## config.mk

```make
export PLATFORM = sky130hd
export DESIGN_NAME = pmic_watchdog_timer
export DESIGN_NICKNAME = d
export VERILOG_FILES = /design/src/pwt_pkg.sv /design/src/pwt_counter.sv /design/src/pmic_watchdog_timer.sv
export SDC_FILE = /design/constraint.sdc
export NUM_CORES = 1
export LEC_CHECK = 0
export BUFFER_PORTS_ARGS = -buffer_cell sky130_fd_sc_hd__clkbuf_2
export CAP_MARGIN = 20
export CORE_MARGIN = 4
export CORE_UTILIZATION = 40
export DETAILED_ROUTE_END_ITERATION = 8
export PLACE_DENSITY = 0.64
export SETUP_SLACK_MARGIN = 0.2
export SYNTH_ARGS = -nofsm -noshare
export SYNTH_HDL_FRONTEND = slang
export SYNTH_HIERARCHICAL = 1
export SYNTH_SLANG_ARGS = --single-unit
```

## constraint.sdc

```tcl
create_clock -name clk -period 10.1 [get_ports clk]
set_input_delay 3.03 -clock clk [delete_from_list [all_inputs] [get_ports clk]]
set_output_delay 3.03 -clock clk [all_outputs]
set_load 0.02 [all_outputs]
```

## src/pwt_pkg.sv

```systemverilog
// Package with constants and types for the watchdog timer
// Overview of operation
// [RQ1] On expiry without a kick the block requests shutdown and restores its config to reset values.
// [RQ2] The host starts the watchdog by setting the enable field, and timing begins when it is set.
// [RQ3] A two-bit period select chooses one of four periods from 16 to 128 seconds.
// [RQ4] After reset the period select holds the 128 second setting.
// [RQ5] While enabled the host must kick before each period ends, and every kick restarts the count.
// [RQ6] The lock option is a read-only factory value that no write can change.
// [RQ7] With lock clear, host writes may set or clear the enable, which resets to its factory default.
// [RQ8] With lock set and enable default zero, a write of one is taken and a write of zero ignored.
// [RQ9] With lock set and enable default one, the watchdog stays enabled whatever happens.
// [RQ10] Expiry with the expiry action at one sets the reset cause flag and requests a cold reset.
// [RQ11] Expiry with the expiry action at zero sets the off cause flag and requests a power-off.
// [RQ12] Codes zero to three give 16, 32, 64 and 128 seconds, and the kick bit reads back as zero.
package pwt_pkg;
  localparam longint unsigned CLK_HZ          = 64'd40000000;
  localparam int              CNT_W           = 33;
  localparam longint unsigned WD_PERIOD_S0    = 64'd16;
  localparam longint unsigned WD_PERIOD_S1    = 64'd32;
  localparam longint unsigned WD_PERIOD_S2    = 64'd64;
  localparam longint unsigned WD_PERIOD_S3    = 64'd128;
  localparam logic [32:0]     WD_CYC0         = 33'(WD_PERIOD_S0 * CLK_HZ);
  localparam logic [32:0]     WD_CYC1         = 33'(WD_PERIOD_S1 * CLK_HZ);
  localparam logic [32:0]     WD_CYC2         = 33'(WD_PERIOD_S2 * CLK_HZ);
  localparam logic [32:0]     WD_CYC3         = 33'(WD_PERIOD_S3 * CLK_HZ);
  localparam logic [1:0]      PER_16S         = 2'h0;
  localparam logic [1:0]      PER_32S         = 2'h1;
  localparam logic [1:0]      PER_64S         = 2'h2;
  localparam logic [1:0]      PER_128S        = 2'h3;
  localparam logic [1:0]      PER_RST         = PER_128S;
  localparam logic            ACTION_RST      = 1'h0;
  localparam logic            ACTION_COLD_RST = 1'h1;
  localparam logic            ACTION_OFF      = 1'h0;

  typedef struct packed {
    logic       enable;
    logic [1:0] period_sel;
    logic       expiry_action;
  } pwt_cfg_t;

  typedef struct packed {
    logic       enable;
    logic [1:0] period_sel;
    logic       expiry_action;
    logic       kick;
  } pwt_wr_t;

  typedef struct packed {
    logic reset_cause;
    logic off_cause;
  } pwt_flags_t;
endpackage

```

## src/pwt_counter.sv

```systemverilog
// Period counter with restart and expiry detect
`timescale 1ns/1ps
`default_nettype none
module pwt_counter (
  input  wire logic                      clk,
  input  wire logic                      sys_rst,
  input  wire logic                      run,
  input  wire logic                      restart,
  input  wire logic [pwt_pkg::CNT_W-1:0] limit,
  output logic                           expire,
  output logic      [pwt_pkg::CNT_W-1:0] count
);
  logic [pwt_pkg::CNT_W-1:0] cnt_q;
  logic [pwt_pkg::CNT_W-1:0] cnt_d;

  always_comb begin
    expire = run && !restart && (cnt_q >= limit - 33'h1);
    if (!run || restart || expire) begin // see [RQ2] see [RQ5]
      cnt_d = '0;
    end else begin
      cnt_d = cnt_q + 33'h1;
    end
  end

  always_ff @(posedge clk or posedge sys_rst) begin
    if (sys_rst) begin
      cnt_q <= '0;
    end else begin
      cnt_q <= cnt_d;
    end
  end

  assign count = cnt_q;

  AST_COUNT_BOUND: assert property (@(posedge clk) disable iff (sys_rst) // see [RQ5]
    cnt_q < limit || !run)
    else $error("Count ran past the period limit");
endmodule
`default_nettype wire

```

## src/pmic_watchdog_timer.sv

```systemverilog
// Watchdog timer with factory lock options and expiry requests
`timescale 1ns/1ps
`default_nettype none
module pmic_watchdog_timer #(
  parameter logic [32:0] PERIOD0_CYC = pwt_pkg::WD_CYC0,
  parameter logic [32:0] PERIOD1_CYC = pwt_pkg::WD_CYC1,
  parameter logic [32:0] PERIOD2_CYC = pwt_pkg::WD_CYC2,
  parameter logic [32:0] PERIOD3_CYC = pwt_pkg::WD_CYC3
) (
  input  wire logic               clk,
  input  wire logic               sys_rst,
  input  wire logic               wd_lock_option,
  input  wire logic               wd_enable_default,
  input  wire logic               cfg_wr_valid,
  input  wire pwt_pkg::pwt_wr_t   cfg_wr,
  input  wire pwt_pkg::pwt_flags_t flags_clr,
  output pwt_pkg::pwt_cfg_t       watchdog_config,
  output logic                    wd_kick,
  output logic                    wd_lock_status,
  output pwt_pkg::pwt_flags_t     event_cause_flags,
  output logic                    req_cold_reset,
  output logic                    req_power_off,
  output logic                    cfg_restore
);
  pwt_pkg::pwt_cfg_t   cfg_q;
  pwt_pkg::pwt_cfg_t   cfg_d;
  pwt_pkg::pwt_flags_t flags_q;
  pwt_pkg::pwt_flags_t flags_d;
  logic                loaded_q;
  logic                loaded_d;
  logic                lock_q;
  logic                lock_d;
  logic                endef_q;
  logic                endef_d;
  logic                cold_q;
  logic                cold_d;
  logic                off_q;
  logic                off_d;
  logic                restore_q;
  logic                restore_d;
  logic                expire;
  logic                restart;
  logic [32:0]         limit;
  logic [32:0]         count;

  // Period select to cycle limit
  always_comb begin
    unique case (cfg_q.period_sel) // see [RQ3] see [RQ12]
      pwt_pkg::PER_16S: limit = PERIOD0_CYC;
      pwt_pkg::PER_32S: limit = PERIOD1_CYC;
      pwt_pkg::PER_64S: limit = PERIOD2_CYC;
      pwt_pkg::PER_128S: limit = PERIOD3_CYC;
    endcase
  end

  // Kick restarts the shared counter
  assign restart = cfg_wr_valid && cfg_wr.kick; // see [RQ5]

  pwt_counter u_counter (
    .clk     (clk),
    .sys_rst (sys_rst),
    .run     (cfg_q.enable && loaded_q),
    .restart (restart),
    .limit   (limit),
    .expire  (expire),
    .count   (count)
  );

  // Strap load, expiry restore and host writes
  always_comb begin
    loaded_d  = 1'b1;
    lock_d    = lock_q;
    endef_d   = endef_q;
    cfg_d     = cfg_q;
    cold_d    = 1'b0;
    off_d     = 1'b0;
    restore_d = 1'b0;
    flags_d   = flags_q & ~flags_clr;
    if (!loaded_q) begin
      lock_d              = wd_lock_option; // see [RQ6]
      endef_d             = wd_enable_default;
      cfg_d.enable        = wd_enable_default; // see [RQ7]
      cfg_d.period_sel    = pwt_pkg::PER_RST; // see [RQ4]
      cfg_d.expiry_action = pwt_pkg::ACTION_RST;
    end else if (expire) begin
      cfg_d.enable        = endef_q; // see [RQ1]
      cfg_d.period_sel    = pwt_pkg::PER_RST;
      cfg_d.expiry_action = pwt_pkg::ACTION_RST;
      restore_d           = 1'b1;
      if (cfg_q.expiry_action == pwt_pkg::ACTION_COLD_RST) begin
        cold_d              = 1'b1; // see [RQ10]
        flags_d.reset_cause = 1'b1;
      end else begin
        off_d             = 1'b1; // see [RQ11]
        flags_d.off_cause = 1'b1;
      end
    end else if (cfg_wr_valid) begin
      cfg_d.period_sel    = cfg_wr.period_sel;
      cfg_d.expiry_action = cfg_wr.expiry_action;
      if (!lock_q || cfg_wr.enable) begin
        cfg_d.enable = cfg_wr.enable; // see [RQ2] see [RQ7] see [RQ8]
      end
    end
    if (loaded_q && lock_q && endef_q) begin
      cfg_d.enable = 1'b1; // see [RQ9]
    end
  end

  // Config, flag and request registers
  always_ff @(posedge clk or posedge sys_rst) begin
    if (sys_rst) begin
      loaded_q  <= 1'b0;
      lock_q    <= 1'b0;
      endef_q   <= 1'b0;
      cfg_q     <= '{enable: 1'b0, period_sel: pwt_pkg::PER_RST,
                     expiry_action: pwt_pkg::ACTION_RST};
      flags_q   <= '0;
      cold_q    <= 1'b0;
      off_q     <= 1'b0;
      restore_q <= 1'b0;
    end else begin
      loaded_q  <= loaded_d;
      lock_q    <= lock_d;
      endef_q   <= endef_d;
      cfg_q     <= cfg_d;
      flags_q   <= flags_d;
      cold_q    <= cold_d;
      off_q     <= off_d;
      restore_q <= restore_d;
    end
  end

  // Outputs
  assign watchdog_config   = cfg_q;
  assign wd_kick           = 1'b0; // see [RQ12]
  assign wd_lock_status    = lock_q; // see [RQ6]
  assign event_cause_flags = flags_q;
  assign req_cold_reset    = cold_q;
  assign req_power_off     = off_q;
  assign cfg_restore       = restore_q;

  // Rule checks
  AST_EXPIRE_RESTORE: assert property (@(posedge clk) disable iff (sys_rst) // see [RQ1]
    expire |=> cfg_restore && cfg_q.period_sel == pwt_pkg::PER_RST && (cold_q ^ off_q))
    else $error("Expiry did not restore config and request shutdown");
  AST_DISABLED_IDLE: assert property (@(posedge clk) disable iff (sys_rst) // see [RQ2]
    !cfg_q.enable |=> count == 33'h0)
    else $error("Count moved while disabled");
  AST_PERIOD_MAP: assert property (@(posedge clk) disable iff (sys_rst) // see [RQ3]
    cfg_q.period_sel == pwt_pkg::PER_16S |-> limit == PERIOD0_CYC)
    else $error("Shortest period select gave wrong limit");
  AST_PERIOD_DEFAULT: assert property (@(posedge clk) disable iff (sys_rst) // see [RQ4]
    $rose(loaded_q) |-> cfg_q.period_sel == pwt_pkg::PER_128S)
    else $error("Period select not at longest after reset");
  AST_KICK_RESTART: assert property (@(posedge clk) disable iff (sys_rst) // see [RQ5]
    restart |=> count == 33'h0)
    else $error("Kick did not restart the count");
  AST_LOCK_STABLE: assert property (@(posedge clk) disable iff (sys_rst) // see [RQ6]
    loaded_q |=> $stable(wd_lock_status))
    else $error("Lock option changed after load");
  AST_FREE_ENABLE: assert property (@(posedge clk) disable iff (sys_rst) // see [RQ7]
    loaded_q && !lock_q && cfg_wr_valid && !expire |=> cfg_q.enable == $past(cfg_wr.enable))
    else $error("Unlocked enable write not taken");
  AST_LOCK_HOLD: assert property (@(posedge clk) disable iff (sys_rst) // see [RQ8]
    loaded_q && lock_q && cfg_q.enable && !expire |=> cfg_q.enable)
    else $error("Locked enable was cleared by a write");
  AST_PERMANENT: assert property (@(posedge clk) disable iff (sys_rst) // see [RQ9]
    $past(loaded_q) && lock_q && endef_q |-> cfg_q.enable)
    else $error("Permanently enabled watchdog was disabled");
  AST_COLD_CAUSE: assert property (@(posedge clk) disable iff (sys_rst) // see [RQ10]
    expire && cfg_q.expiry_action |=> req_cold_reset && !req_power_off && flags_q.reset_cause)
    else $error("Cold reset expiry not flagged");
  AST_OFF_CAUSE: assert property (@(posedge clk) disable iff (sys_rst) // see [RQ11]
    expire && !cfg_q.expiry_action |=> req_power_off && !req_cold_reset && flags_q.off_cause)
    else $error("Power-off expiry not flagged");
  AST_RESTORE_PAIR: assert property (@(posedge clk) disable iff (sys_rst) // see [RQ1]
    cfg_restore |-> req_cold_reset || req_power_off)
    else $error("Config restored without a shutdown request");
  AST_RESTORE_ACTION: assert property (@(posedge clk) disable iff (sys_rst) // see [RQ1]
    expire |=> cfg_q.expiry_action == pwt_pkg::ACTION_RST)
    else $error("Expiry action not restored after expiry");
  AST_REQ_PULSE: assert property (@(posedge clk) disable iff (sys_rst) // see [RQ1]
    req_cold_reset || req_power_off |=> !req_cold_reset && !req_power_off)
    else $error("Shutdown request lasted more than one cycle");
  AST_ENABLE_START: assert property (@(posedge clk) disable iff (sys_rst) // see [RQ2]
    $rose(cfg_q.enable) && !restart |=> count == 33'h1)
    else $error("Timing did not start when enable was set");
  AST_NO_REQ_IDLE: assert property (@(posedge clk) disable iff (sys_rst) // see [RQ2]
    !cfg_q.enable |=> !req_cold_reset && !req_power_off)
    else $error("Shutdown requested while disabled");
  AST_PERIOD_WRITE: assert property (@(posedge clk) disable iff (sys_rst) // see [RQ3]
    loaded_q && cfg_wr_valid && !expire |=> cfg_q.period_sel == $past(cfg_wr.period_sel))
    else $error("Period select write not taken");
  AST_PERIOD_LONGEST: assert property (@(posedge clk) disable iff (sys_rst) // see [RQ12]
    cfg_q.period_sel == pwt_pkg::PER_128S |-> limit == PERIOD3_CYC)
    else $error("Longest period select gave wrong limit");
  AST_LOCK_SET_ONE: assert property (@(posedge clk) disable iff (sys_rst) // see [RQ8]
    loaded_q && lock_q && cfg_wr_valid && cfg_wr.enable && !expire |=> cfg_q.enable)
    else $error("Locked enable did not accept a write of one");
  AST_RST_STICKY: assert property (@(posedge clk) disable iff (sys_rst) // see [RQ10]
    flags_q.reset_cause && !flags_clr.reset_cause |=> flags_q.reset_cause)
    else $error("Reset cause flag dropped without a clear");
  AST_OFF_STICKY: assert property (@(posedge clk) disable iff (sys_rst) // see [RQ11]
    flags_q.off_cause && !flags_clr.off_cause |=> flags_q.off_cause)
    else $error("Off cause flag dropped without a clear");
  AST_RST_CLEAR: assert property (@(posedge clk) disable iff (sys_rst) // see [RQ10]
    flags_clr.reset_cause && !(expire && cfg_q.expiry_action) |=> !flags_q.reset_cause)
    else $error("Reset cause flag not cleared");
  AST_OFF_CLEAR: assert property (@(posedge clk) disable iff (sys_rst) // see [RQ11]
    flags_clr.off_cause && !(expire && !cfg_q.expiry_action) |=> !flags_q.off_cause)
    else $error("Off cause flag not cleared");

  // Main scenarios
  COV_COLD: cover property (@(posedge clk) disable iff (sys_rst) req_cold_reset);
  COV_OFF: cover property (@(posedge clk) disable iff (sys_rst) req_power_off);
  COV_KICK: cover property (@(posedge clk) disable iff (sys_rst) cfg_q.enable && restart);
  COV_LOCK_IGNORE: cover property (@(posedge clk) disable iff (sys_rst)
    lock_q && cfg_q.enable && cfg_wr_valid && !cfg_wr.enable);
  COV_PERMANENT: cover property (@(posedge clk) disable iff (sys_rst)
    lock_q && endef_q && expire);
endmodule
`default_nettype wire

```

==> results of run 1 <==
## where the power goes
| part | internal (W) | switching (W) | leakage [nW] |
|---|---|---|---|
| registers | 0.000183 | 0.00000396 | 0.610 |
| logic | 0.0000255 | 0.0000402 | 1.28 |
| clock network | 0.0000481 | 0.0000609 | 0.0450 |
## flip-flops by register name (all words and copies together) (netlist names)
register           cells
u_counter/count       33
watchdog_config        4
event_cause_flags      2
cfg_restore            1
endef_q                1
loaded_q               1
req_cold_reset         1
req_power_off          1
wd_lock_status         1
## worst register-to-register path, cell delays in order, from the launching register on
cell and delay, ns:
dfstp_2 0.58, inv_1 0.09, ha_1 0.36, or2_2 0.36
or4_4 0.56, nor4b_4 0.24, nor4b_4 0.41, nor3b_2 0.27
xnor2_1 0.09, ha_1 0.30, nand4_1 0.15, or4_1 0.63
a311oi_4 0.22, buf_4 0.38, o21ba_2 0.25, and2b_1 0.22
nor2b_4 0.13
## cells by family (layout without fill, tap and decap cells)
logic type	count (synthesis)	in the layout	share of synthesized area (%)
compound gates	41	41	7.843
xor+xnor	58	58	13.21
fa+ha+maj	41	41	13.34
buf+inv	34	50	4.556
flops	45	45	29.35
mux	3	3	1.139
other cells	2	45	0.1953
simple gates	184	184	30.36
## through the flow
step / setup WS [ns] / cells / hold WS (ns) / util [%] / cell area [um^2]
floorplan: 5.131 / 451 / 0.4748 / - / 4006
finish: 4.753 / 596 / 0.4826 / 46.04 / 4274
global placement: 4.875 / 588 / 0.4598 / 45.15 / 4192
CTS: 4.710 / 596 / 0.4875 / 46.04 / 4274
global route: 4.374 / 596 / 0.5154 / 46.04 / 4274
detailed placement: 4.735 / 588 / 0.4687 / 45.15 / 4192
## path summary, 6_finish.rpt
| path | end | slack (ns) | cells after the start |
|---|---|---|---|
| max | watchdog_config[0] | 4.75 | 16 |
| min | event_cause_flags[1] | 0.48 | 1 |
| max reg2reg | watchdog_config[0] | 4.75 | 16 |
| min reg2reg | event_cause_flags[1] | 0.48 | 1 |
| max in group asynchronous | u_counter/count[2] | 6.99 | 3 |
| min in group asynchronous | wd_lock_status | 2.72 | 2 |
## synthesized netlist by cell type, drive strengths merged, types with 2 or more instances
cell	instances
a21boi	2
and2	3
and3	8
nand4	11
nand2	31
xnor2	26
a211oi	2
a21oi	15
nand2b	3
nor2	23
or3	6
dfstp	2
o21ai	8
or2	5
inv	17
buf	14
xor2	32
and2b	2
dfrtp	43
nand4b	3
nor4b	3
o211ai	3
ha	41
conb	2
nor3	12
a2111oi	3
clkbuf	3
nand3	16
or4	3
nor2b	5
o21a	2
and4	2
nor4	39
mux2	2
nand3b	7
## cells in the final DEF (no fill, tap or decap), drive strengths merged, types with 16 or more instances in the layout
master  Yosys  final
inv        17     17
ha         41     41
nor4       39     39
nand2      31     31
clkbuf      3     27
xnor2      26     26
dfrtp      43     43
xor2       32     32
nand3      16     16
conb        2     45
nor2       23     23
## layout make-up
| cell class | count | area (um^2) | area share [%] |
|---|---|---|---|
| repair buffers | 25 | 135.1 | 3.162 |
| multi-input cells | 372 | 2703 | 63.23 |
| well taps | 129 | 161.4 | 3.776 |
| inverters | 17 | 63.81 | 1.493 |
| clock inverters | 2 | 10.01 | 0.2342 |
| clock buffers | 6 | 72.57 | 1.698 |
| flip-flops and latches | 45 | 1129 | 26.41 |
## layer usage
layer | vias to the layer above | wire [um]
met4 | 0 | 46
met5 | - | 0
met1 | 1401 | 4082
met3 | 4 | 244
met2 | 47 | 3600
li1 | 1547 | -
==> reports/metrics.csv, run 1 <==
metric;value;unit
cts hold-fix bufs;0;
Clock Path Buffers;2;
WP buf/inv;2;
CTS tree;yes;
critical path class;register to register;
post-layout power;0.0003618;W
RSZ-0062 raised after global routing;no;
Clock transition at path regs;0.09;ns
largest net degree at the start of global routing;35;
CTS root buf;clkbuf_8;
CTS sink count;45;
Hold Crit Start;event_cause_flags[1];
filler cell count;936;
Starting Density;41.42;%
Worst setup EP type;register;
# IOs;23;
synthesized cell area;0.003845;mm^2
H-tree depth;2;
RR Startpoint;watchdog_config[1];
worst-margin pin slew;0.6272;ns
Remaining Overflow, GRT;0;
Most Used Layer, Global Route;met2;
period utilization;52.94;%
core footprint;0.009284;mm^2
post-cts sizing count;0;
Layout Nets;519;
detailed-route wire length per cell;13.38;um
CP Max Fanout;34;
worst relative slew slack;57.87;%
area delta synth->final;11.16;%
Post-CTS Setup Bufs;0;
peak supply drop;0.04461;mV
cell area power density;84.65;mW/mm^2
yosys warns;6;
drt first pass iters;4;
first-pass GRT wire length;13.92;mm
final setup vio count;0;
top cells by area, synth;dfrtp_1, ha_1, xor2_1;
die footprint;0.01124;mm^2
MaxCap Viol Count;0;
die width;106.0;um
WP data arrival;5.54;ns
vias in the first global route;2874;
Post-Route WL;7.974;mm
number of synthesized flops with an enable pin;0;
Final ANT Viol Nets;0;
Slew Viols, Final;0;
run status;complete, no violations;
min Tclk post-route;5.347;ns
initial detailed-routing violation count;213;
drt via density;5.032;
share of cells above drive strength 1;13.49;%
Setup TNS;0;ns
drt drc;0;
critical path, cell by cell;inv_1, ha_1, or2_2, or4_4, nor4b_4, nor4b_4, nor3b_2, xnor2_1, ha_1, nand4_1, or4_1, a311oi_4, buf_4, o21ba_2, and2b_1, nor2b_4;
Seq cells post-synth;45;
crit path from;watchdog_config[1];
initial antenna violation count;0;
std cell rows;35;
Global Route Usage Sum;14.91;%
area leader, netlist;dfrtp_1;
# diodes;0;
Cell variety after synth;62;
Hold/Removal Path Class;register to register;
crit path max-delay cell type;or4_1;
Main synth FF type;dfrtp_1;
DR vias;2999;
Post-Synthesis Cells;408;
FMAX;0.1870;GHz
Skew-Pair Late Insertion Delay;0.30;ns
slowest stage delay, CP;0.63;ns
critical path launch point type;register;
Synth top area share;27.99;%
Synth async-reset ratio;100.0;%
I/O Buffers;21;
met3 Track Usage GR;1.457;%
M2 GR Usage;23.59;%
Avg Synthesized Cell Area;9.424;um^2
met1 GRT Util;21.90;%
CP delay by family, top;simple AND/OR/NAND/NOR gates;
Worst EP required;10.29;ns
Die Height;106.0;um
Seq/Total Area, Yosys;29.35;%
static leakage;1.936;nW
CTS buffer count;5;
worst-case clock skew;0.008948;ns
Final Hold Fails;0;
Detailed Place HPWL;6.281;mm
routability cong.;0.7983;
Note: power is estimated with default switching activity, not from simulation.
==> run 2, diff against run 1 <==
==> constraint.sdc (replaced) <==
create_clock -name clk -period 5.4 [get_ports clk]
set_input_delay 1.62 -clock clk [delete_from_list [all_inputs] [get_ports clk]]
set_output_delay 1.62 -clock clk [all_outputs]
set_load 0.02 [all_outputs]
==> run 2 against run 1 <==
  * Sequential cell count stayed put
  * Combinational power up 91%
  * Largest cell class unchanged
  * Power is 90% higher
  * Worst hold slack better by 0.011 ns
  * Utilization up 0.27 points
==> reports/metrics.csv, run 2 (same netlist as run 1, synthesis figures left out) <==
metric;value;unit;change
static leakage;1.947;nW;+0.55%
Starting Density;41.42;%;unchanged
combinational power share;18.3;%;about the same
area delta synth->final;11.81;%;
Worst setup EP type;register;;
RR Startpoint;watchdog_config[1];;
peak supply drop;0.09303;mV;+110%
run status;complete, no violations;;
Placement Cell Area;0.004199;mm^2;+0.18%
Clock transition at path regs;0.09;ns;about the same
CTS sink count;45;;unchanged
worst relative slew slack;57.84;%;about the same
Remaining Overflow, GRT;0;;unchanged
std cell rows;35;;unchanged
CTS root buf;clkbuf_8;;
RSZ-0062 raised after global routing;no;;
worst-margin pin slew;0.6277;ns;+0.0004866 ns
register share of total power;50.8;%;-0.9 points
Slew Viols, Final;0;;unchanged
crit path capture;watchdog_config[0];;
initial antenna violation count;0;;unchanged
Sw Share;29.97;%;+0.93 points
min Tclk post-route;4.947;ns;-0.3994 ns
most frequent cells in the layout;conb_1, dfrtp_1, ha_1;;
Setup TNS;0;ns;unchanged
# diodes;0;;unchanged
critical path launch point type;register;;
# IOs;23;;unchanged
RR Endpoint;watchdog_config[0];;
routability cong.;0.8255;;+3.4%
Post-Route WL;8.564;mm;+7.4%
die width;106.0;um;unchanged
cts hold-fix bufs;0;;unchanged
Final ANT Viol Nets;0;;unchanged
MaxCap Viol Count;0;;unchanged
CP Max Fanout;12;;-65%
H-tree depth;2;;unchanged
Worst R2R Setup Slack;0.45;ns;-4.30 ns
Final Cell Area;0.004299;mm^2;+0.59%
Internal Power;0.0004825;W;+88%
cell area power density;160.3;mW/mm^2;+89%
final setup vio count;0;;unchanged
vias in the first global route;3201;;+11%
Worst EP required;5.59;ns;-4.70 ns
WP data arrival;5.14;ns;-0.40 ns
critical path class;register to register;;
Detailed Place HPWL;6.414;mm;+2.1%
Layout Nets;522;;+0.58%
commonest non-fill, non-tap cell in the layout;conb_1;;
period utilization;91.61;%;+39 points
CTS tree;yes;;
I/O Buffers;21;;unchanged
r2r worst-path depth;15;;-1
Skew-Pair Late Insertion Delay;0.30;ns;about the same
initial detailed-routing violation count;116;;-46%
drt via density;5.100;;+1.4%
Clock power frac;30.9;%;+0.8 points
Clock Path Buffers;2;;unchanged
Hold/Removal Path Class;register to register;;
DR vias;3055;;+1.9%
post-layout power;0.0006890;W;+90%
max reg flops;33;;unchanged
crit path from;watchdog_config[1];;
worst-case clock skew;0.006195;ns;-0.002753 ns
die footprint;0.01124;mm^2;unchanged
P_sw;0.0002065;W;+97%
Global Route Usage Sum;16.41;%;+1.5 points
core footprint;0.009284;mm^2;unchanged
Die Height;106.0;um;unchanged
detailed-route wire length per cell;14.30;um;+6.9%
largest net degree at the start of global routing;35;;unchanged
CTS buffer count;5;;unchanged
Final Hold Fails;0;;unchanged
FMAX;0.2021;GHz;+8.1%
drt first pass iters;4;;unchanged
share of cells above drive strength 1;14.04;%;+0.55 points
drt drc;0;;unchanged
first-pass GRT wire length;15.24;mm;+9.4%
## run 2: cell count changes in the layout (fill, tap and decap cells not counted), sizes merged
cell	change
buf	+3
clkbuf	+1
clkinv	-2
clkinvlp	+1
## run 2: worst min-delay path by stage
stage,from,to,slack [ns],cells past startpoint
2_1_floorplan,endef_q,endef_q,0.47,1
3_3_place_gp,event_cause_flags[1],event_cause_flags[1],0.46,1
3_5_place_dp,event_cause_flags[1],event_cause_flags[1],0.48,1
4_1_cts,event_cause_flags[1],event_cause_flags[1],0.50,1
5_1_grt,event_cause_flags[1],event_cause_flags[1],0.53,1
6_report,event_cause_flags[1],event_cause_flags[1],0.49,1
## run 2: what timing repair did
action / in CTS / in global routing
buffers inserted: 0 / 2
resized for setup: 0 / 1
endpoints found under the setup margin: 0 / 37
## run 2: area by class of cell
class | instances | area, um^2
fill | 949 | 4985
timing repair buffer | 28 | 157.7
inverter | 17 | 63.81
clock inverter | 1 | 7.507
multi-input combinational | 372 | 2704
clock buffer | 7 | 76.32
tap | 129 | 161.4
sequential | 45 | 1129
## run 2: through the flow
step | hold WS, ns | worst slack, ns | cells | util, %
6_report | 0.4940 | 0.4528 | 599 | 46.31
5_1_grt | 0.5284 | 0.1989 | 599 | 46.31
4_1_cts | 0.5011 | 0.3621 | 597 | 46.13
3_5_place_dp | 0.4812 | 0.3865 | 589 | 45.23
3_3_place_gp | 0.4600 | 0.5263 | 589 | 45.23
2_1_floorplan | 0.4748 | 0.4313 | 451 | -
## run 2: power by group through the flow
stage | Sequential [W] | Clock, W | Combinational [W]
after detailed placement | 0.000357 | 0 | 0.000125
final | 0.000350 | 0.000213 | 0.000126
after floorplan | 0.000358 | 0 | 0.0000946
after global routing | 0.000352 | 0.000233 | 0.000144
after global placement | 0.000356 | 0 | 0.000121
after CTS | 0.000350 | 0.000222 | 0.000125
## run 2: per-layer routing
layer  track usage (%)  share of wire, %  up-vias
met5                 0                 0        -
met2             29.78                51       41
met3             1.882               2.1       10
met4             4.903               1.6        0
met1             20.36                46     1448
li1                  -                 -     1556
## run 2: worst max-delay path: stages, from the launching register on
cell      delay (ns)
dfstp_2         0.58
inv_1           0.10
ha_1            0.38
or2_2           0.37
or4_4           0.56
nor4b_4         0.24
nor4b_4         0.32
nor3b_2         0.24
xnor2_1         0.09
ha_1            0.31
nand4_1         0.15
or4_1           0.64
o211ai_2        0.25
o21ba_2         0.26
and2b_1         0.23
nor2b_4         0.13
==> run 3, diff against run 2 <==
--- a/config.mk
+++ b/config.mk
@@ -10,9 +10,9 @@
 export CORE_MARGIN = 4
 export CORE_UTILIZATION = 40
 export DETAILED_ROUTE_END_ITERATION = 8
-export PLACE_DENSITY = 0.64
+export PLACE_DENSITY = 0.65
+export REMOVE_ABC_BUFFERS = 1
 export SETUP_SLACK_MARGIN = 0.2
 export SYNTH_ARGS = -nofsm -noshare
 export SYNTH_HDL_FRONTEND = slang
-export SYNTH_HIERARCHICAL = 1
 export SYNTH_SLANG_ARGS = --single-unit
==> constraint.sdc (replaced) <==
create_clock -name clk -period 6.1 [get_ports clk]
set_input_delay 1.83 -clock clk [delete_from_list [all_inputs] [get_ports clk]]
set_output_delay 1.83 -clock clk [all_outputs]
set_load 0.02 [all_outputs]
==> run 3 against run 2 <==
  * Global-route usage down 1.9 points
  * Via count shrank 31%
  * Register-to-register slack better by 2.5 ns
  * Non-clock buffer count shrank 6
  * Worst setup slack gained 2.5 ns
  * Power down 5.9%
  * Largest cell class unchanged
  * Clock power up 31%
  * Die area is 27% lower
  * Area after synthesis fell by 29%
  * Critical path type unchanged
  * Largest power group unchanged
  * Highest routed layer unchanged
  * Critical path depth is 5 lower
==> reports/metrics.csv, run 3 <==
metric;value;unit;change
FMAX;0.3227;GHz;+60%
CTS sink count;45;;unchanged
Clock transition at path regs;0.09;ns;about the same
Slew Viols, Final;0;;unchanged
Setup TNS;0;ns;unchanged
Global Route Usage Sum;14.47;%;-1.9 points
WP buf/inv;3;;+2
crit path max-delay cell type;dfstp_2;;
peak supply drop;0.1212;mV;+30%
top-count cell post-synth;nor2_1;;
worst-margin pin slew;0.9303;ns;+0.3026 ns
commonest non-fill, non-tap cell in the layout;nor2_1;;
Main synth FF type;dfrtp_1;;
Synth top area share;39.31;%;+11 points
slowest stage delay, CP;0.61;ns;-0.03 ns
Avg Synthesized Cell Area;9.506;um^2;+0.87%
core footprint;0.006495;mm^2;-30%
detailed-route wire length per cell;14.24;um;-0.39%
I/O Buffers;21;;unchanged
Detailed Place HPWL;3.981;mm;-38%
critical path class;register to register;;
synthesized cell area;0.002738;mm^2;-29%
initial detailed-routing violation count;87;;-25%
share of cells above drive strength 1;12.94;%;-1.1 points
final hold slack;0.5363;ns;+0.04228 ns
std cell rows;29;;-17%
die footprint;0.008232;mm^2;-27%
Seq cells post-synth;45;;unchanged
CTS root buf;clkbuf_8;;
routability cong.;0.8279;;+0.29%
static leakage;1.358;nW;-30%
vias in the first global route;2093;;-35%
yosys warns;0;;-6
Post-Route WL;5.497;mm;-36%
Starting Density;42.15;%;+0.73 points
area delta synth->final;11.11;%;
Final ANT Viol Nets;0;;unchanged
Placed Cells;378;;-36%
Die Height;90.73;um;-14%
Synth async-reset ratio;100.0;%;unchanged
# diodes;0;;unchanged
period utilization;50.80;%;-41 points
Remaining Overflow, GRT;0;;unchanged
cts hold-fix bufs;0;;unchanged
critical path launch point type;register;;
CTS tree;yes;;
drt via density;5.443;;+6.7%
CP Max Fanout;32;;+20
run status;complete, no violations;;
number of synthesized flops with an enable pin;0;;unchanged
worst-case clock skew;0.004330;ns;-0.001864 ns
Post-Layout Cell Count;386;;-36%
Layout Nets;348;;-33%
critical path, cell by cell;inv_1, ha_1, inv_1, ha_1, nand4_1, nor4_1, nand4_1, o2111ai_2, buf_4, nor2_1;;
top cells by area, synth;dfrtp_1, ha_1, nor2_1;;
Worst setup EP type;register;;
post-cts sizing count;0;;unchanged
area leader, netlist;dfrtp_1;;
Worst EP required;6.29;ns;+0.70 ns
Seq/Total Area, Yosys;41.22;%;+12 points
Cell variety after synth;46;;-26%
RSZ-0062 raised after global routing;no;;
CTS buffer count;5;;unchanged
min Tclk post-route;3.099;ns;-1.849 ns
Post-CTS Setup Bufs;0;;unchanged
MaxCap Viol Count;0;;unchanged
max reg flops;33;;unchanged
CP delay by family, top;simple AND/OR/NAND/NOR gates;;
Hold/Removal Path Class;register to register;;
drt drc;0;;unchanged
Post-synth top cells;nor2_1, dfrtp_1, ha_1, xnor2_1, nand3_1;;
worst relative slew slack;37.89;%;-20 points
Skew-Pair Late Insertion Delay;0.31;ns;about the same
Post-Synthesis Cells;288;;-29%
H-tree depth;2;;unchanged
DR vias;2101;;-31%
largest net degree at the start of global routing;46;;+31%
die width;90.73;um;-14%
first-pass GRT wire length;9.798;mm;-36%
Final Hold Fails;0;;unchanged
final setup vio count;0;;unchanged
cell area power density;213.1;mW/mm^2;+33%
most frequent cells in the layout;nor2_1, dfrtp_1, ha_1;;
WP data arrival;3.29;ns;-1.85 ns
# IOs;23;;unchanged
Clock Path Buffers;2;;unchanged
initial antenna violation count;0;;unchanged
drt first pass iters;4;;unchanged
Worst R2R Setup Slack;3.00;ns;+2.55 ns
-- run 3: layout make-up --
cell class	instances	area (um^2)
Timing Repair Buffer	22	112.6
Clock inverter	3	68.82
Fill cell	610	3453
Sequential cell	45	1129
Inverter	13	48.80
Clock buffer	5	68.82
Multi-Input combinational cell	221	1518
Tap cell	77	96.34
-- run 3: worst paths after layout --
kind | depth (start not counted) | to | from
max | 10 | u_counter.count[25] | watchdog_config[1]
min | 1 | u_counter.count[0] | u_counter.count[0]
max reg2reg | 10 | u_counter.count[25] | watchdog_config[1]
min reg2reg | 1 | u_counter.count[0] | u_counter.count[0]
max in group asynchronous | 2 | u_counter.count[29] | sys_rst
min in group asynchronous | 2 | cfg_restore | sys_rst
-- run 3: logic make-up (layout without fill, tap and decap cells) --
logic type	Yosys count	in the layout	synth area share (%)
other cells	2	2	0.2743
compound gates	30	30	7.450
mux	5	5	1.874
buf+inv	22	43	3.565
simple gates	124	124	22.58
xor+xnor	32	32	10.24
flops	45	45	41.22
fa+ha+maj	28	28	12.80
-- run 3: report_power, final --
group,switching (W),internal [W],total (W),leakage (nW)
Sequential,0.00000723,0.000303,0.000311,0.611
Combinational,0.0000387,0.0000209,0.0000596,0.679
Clock,0.000113,0.000165,0.000278,0.0687
-- run 3: through the flow --
step,power (W),utilization (%),cell area [um^2],setup WS (ns)
after CTS,0.0006551,46.83,3042,3.021
after floorplan,0.0003556,-,2689,2.501
after global routing,0.0006748,46.83,3042,2.762
final,0.0006481,46.83,3042,3.001
after global placement,0.0003750,44.71,2904,3.110
after detailed placement,0.0003771,44.71,2904,3.028
-- run 3: per-layer routing --
layer	track usage, %	vias to the layer above	part of all wire [%]	wire [um]
met4	5.357	0	2.1	115
met1	19.31	1013	47	2559
li1	-	1041	-	-
met5	0	-	0	0
met2	22.98	34	48	2615
met3	3.167	13	3.8	207
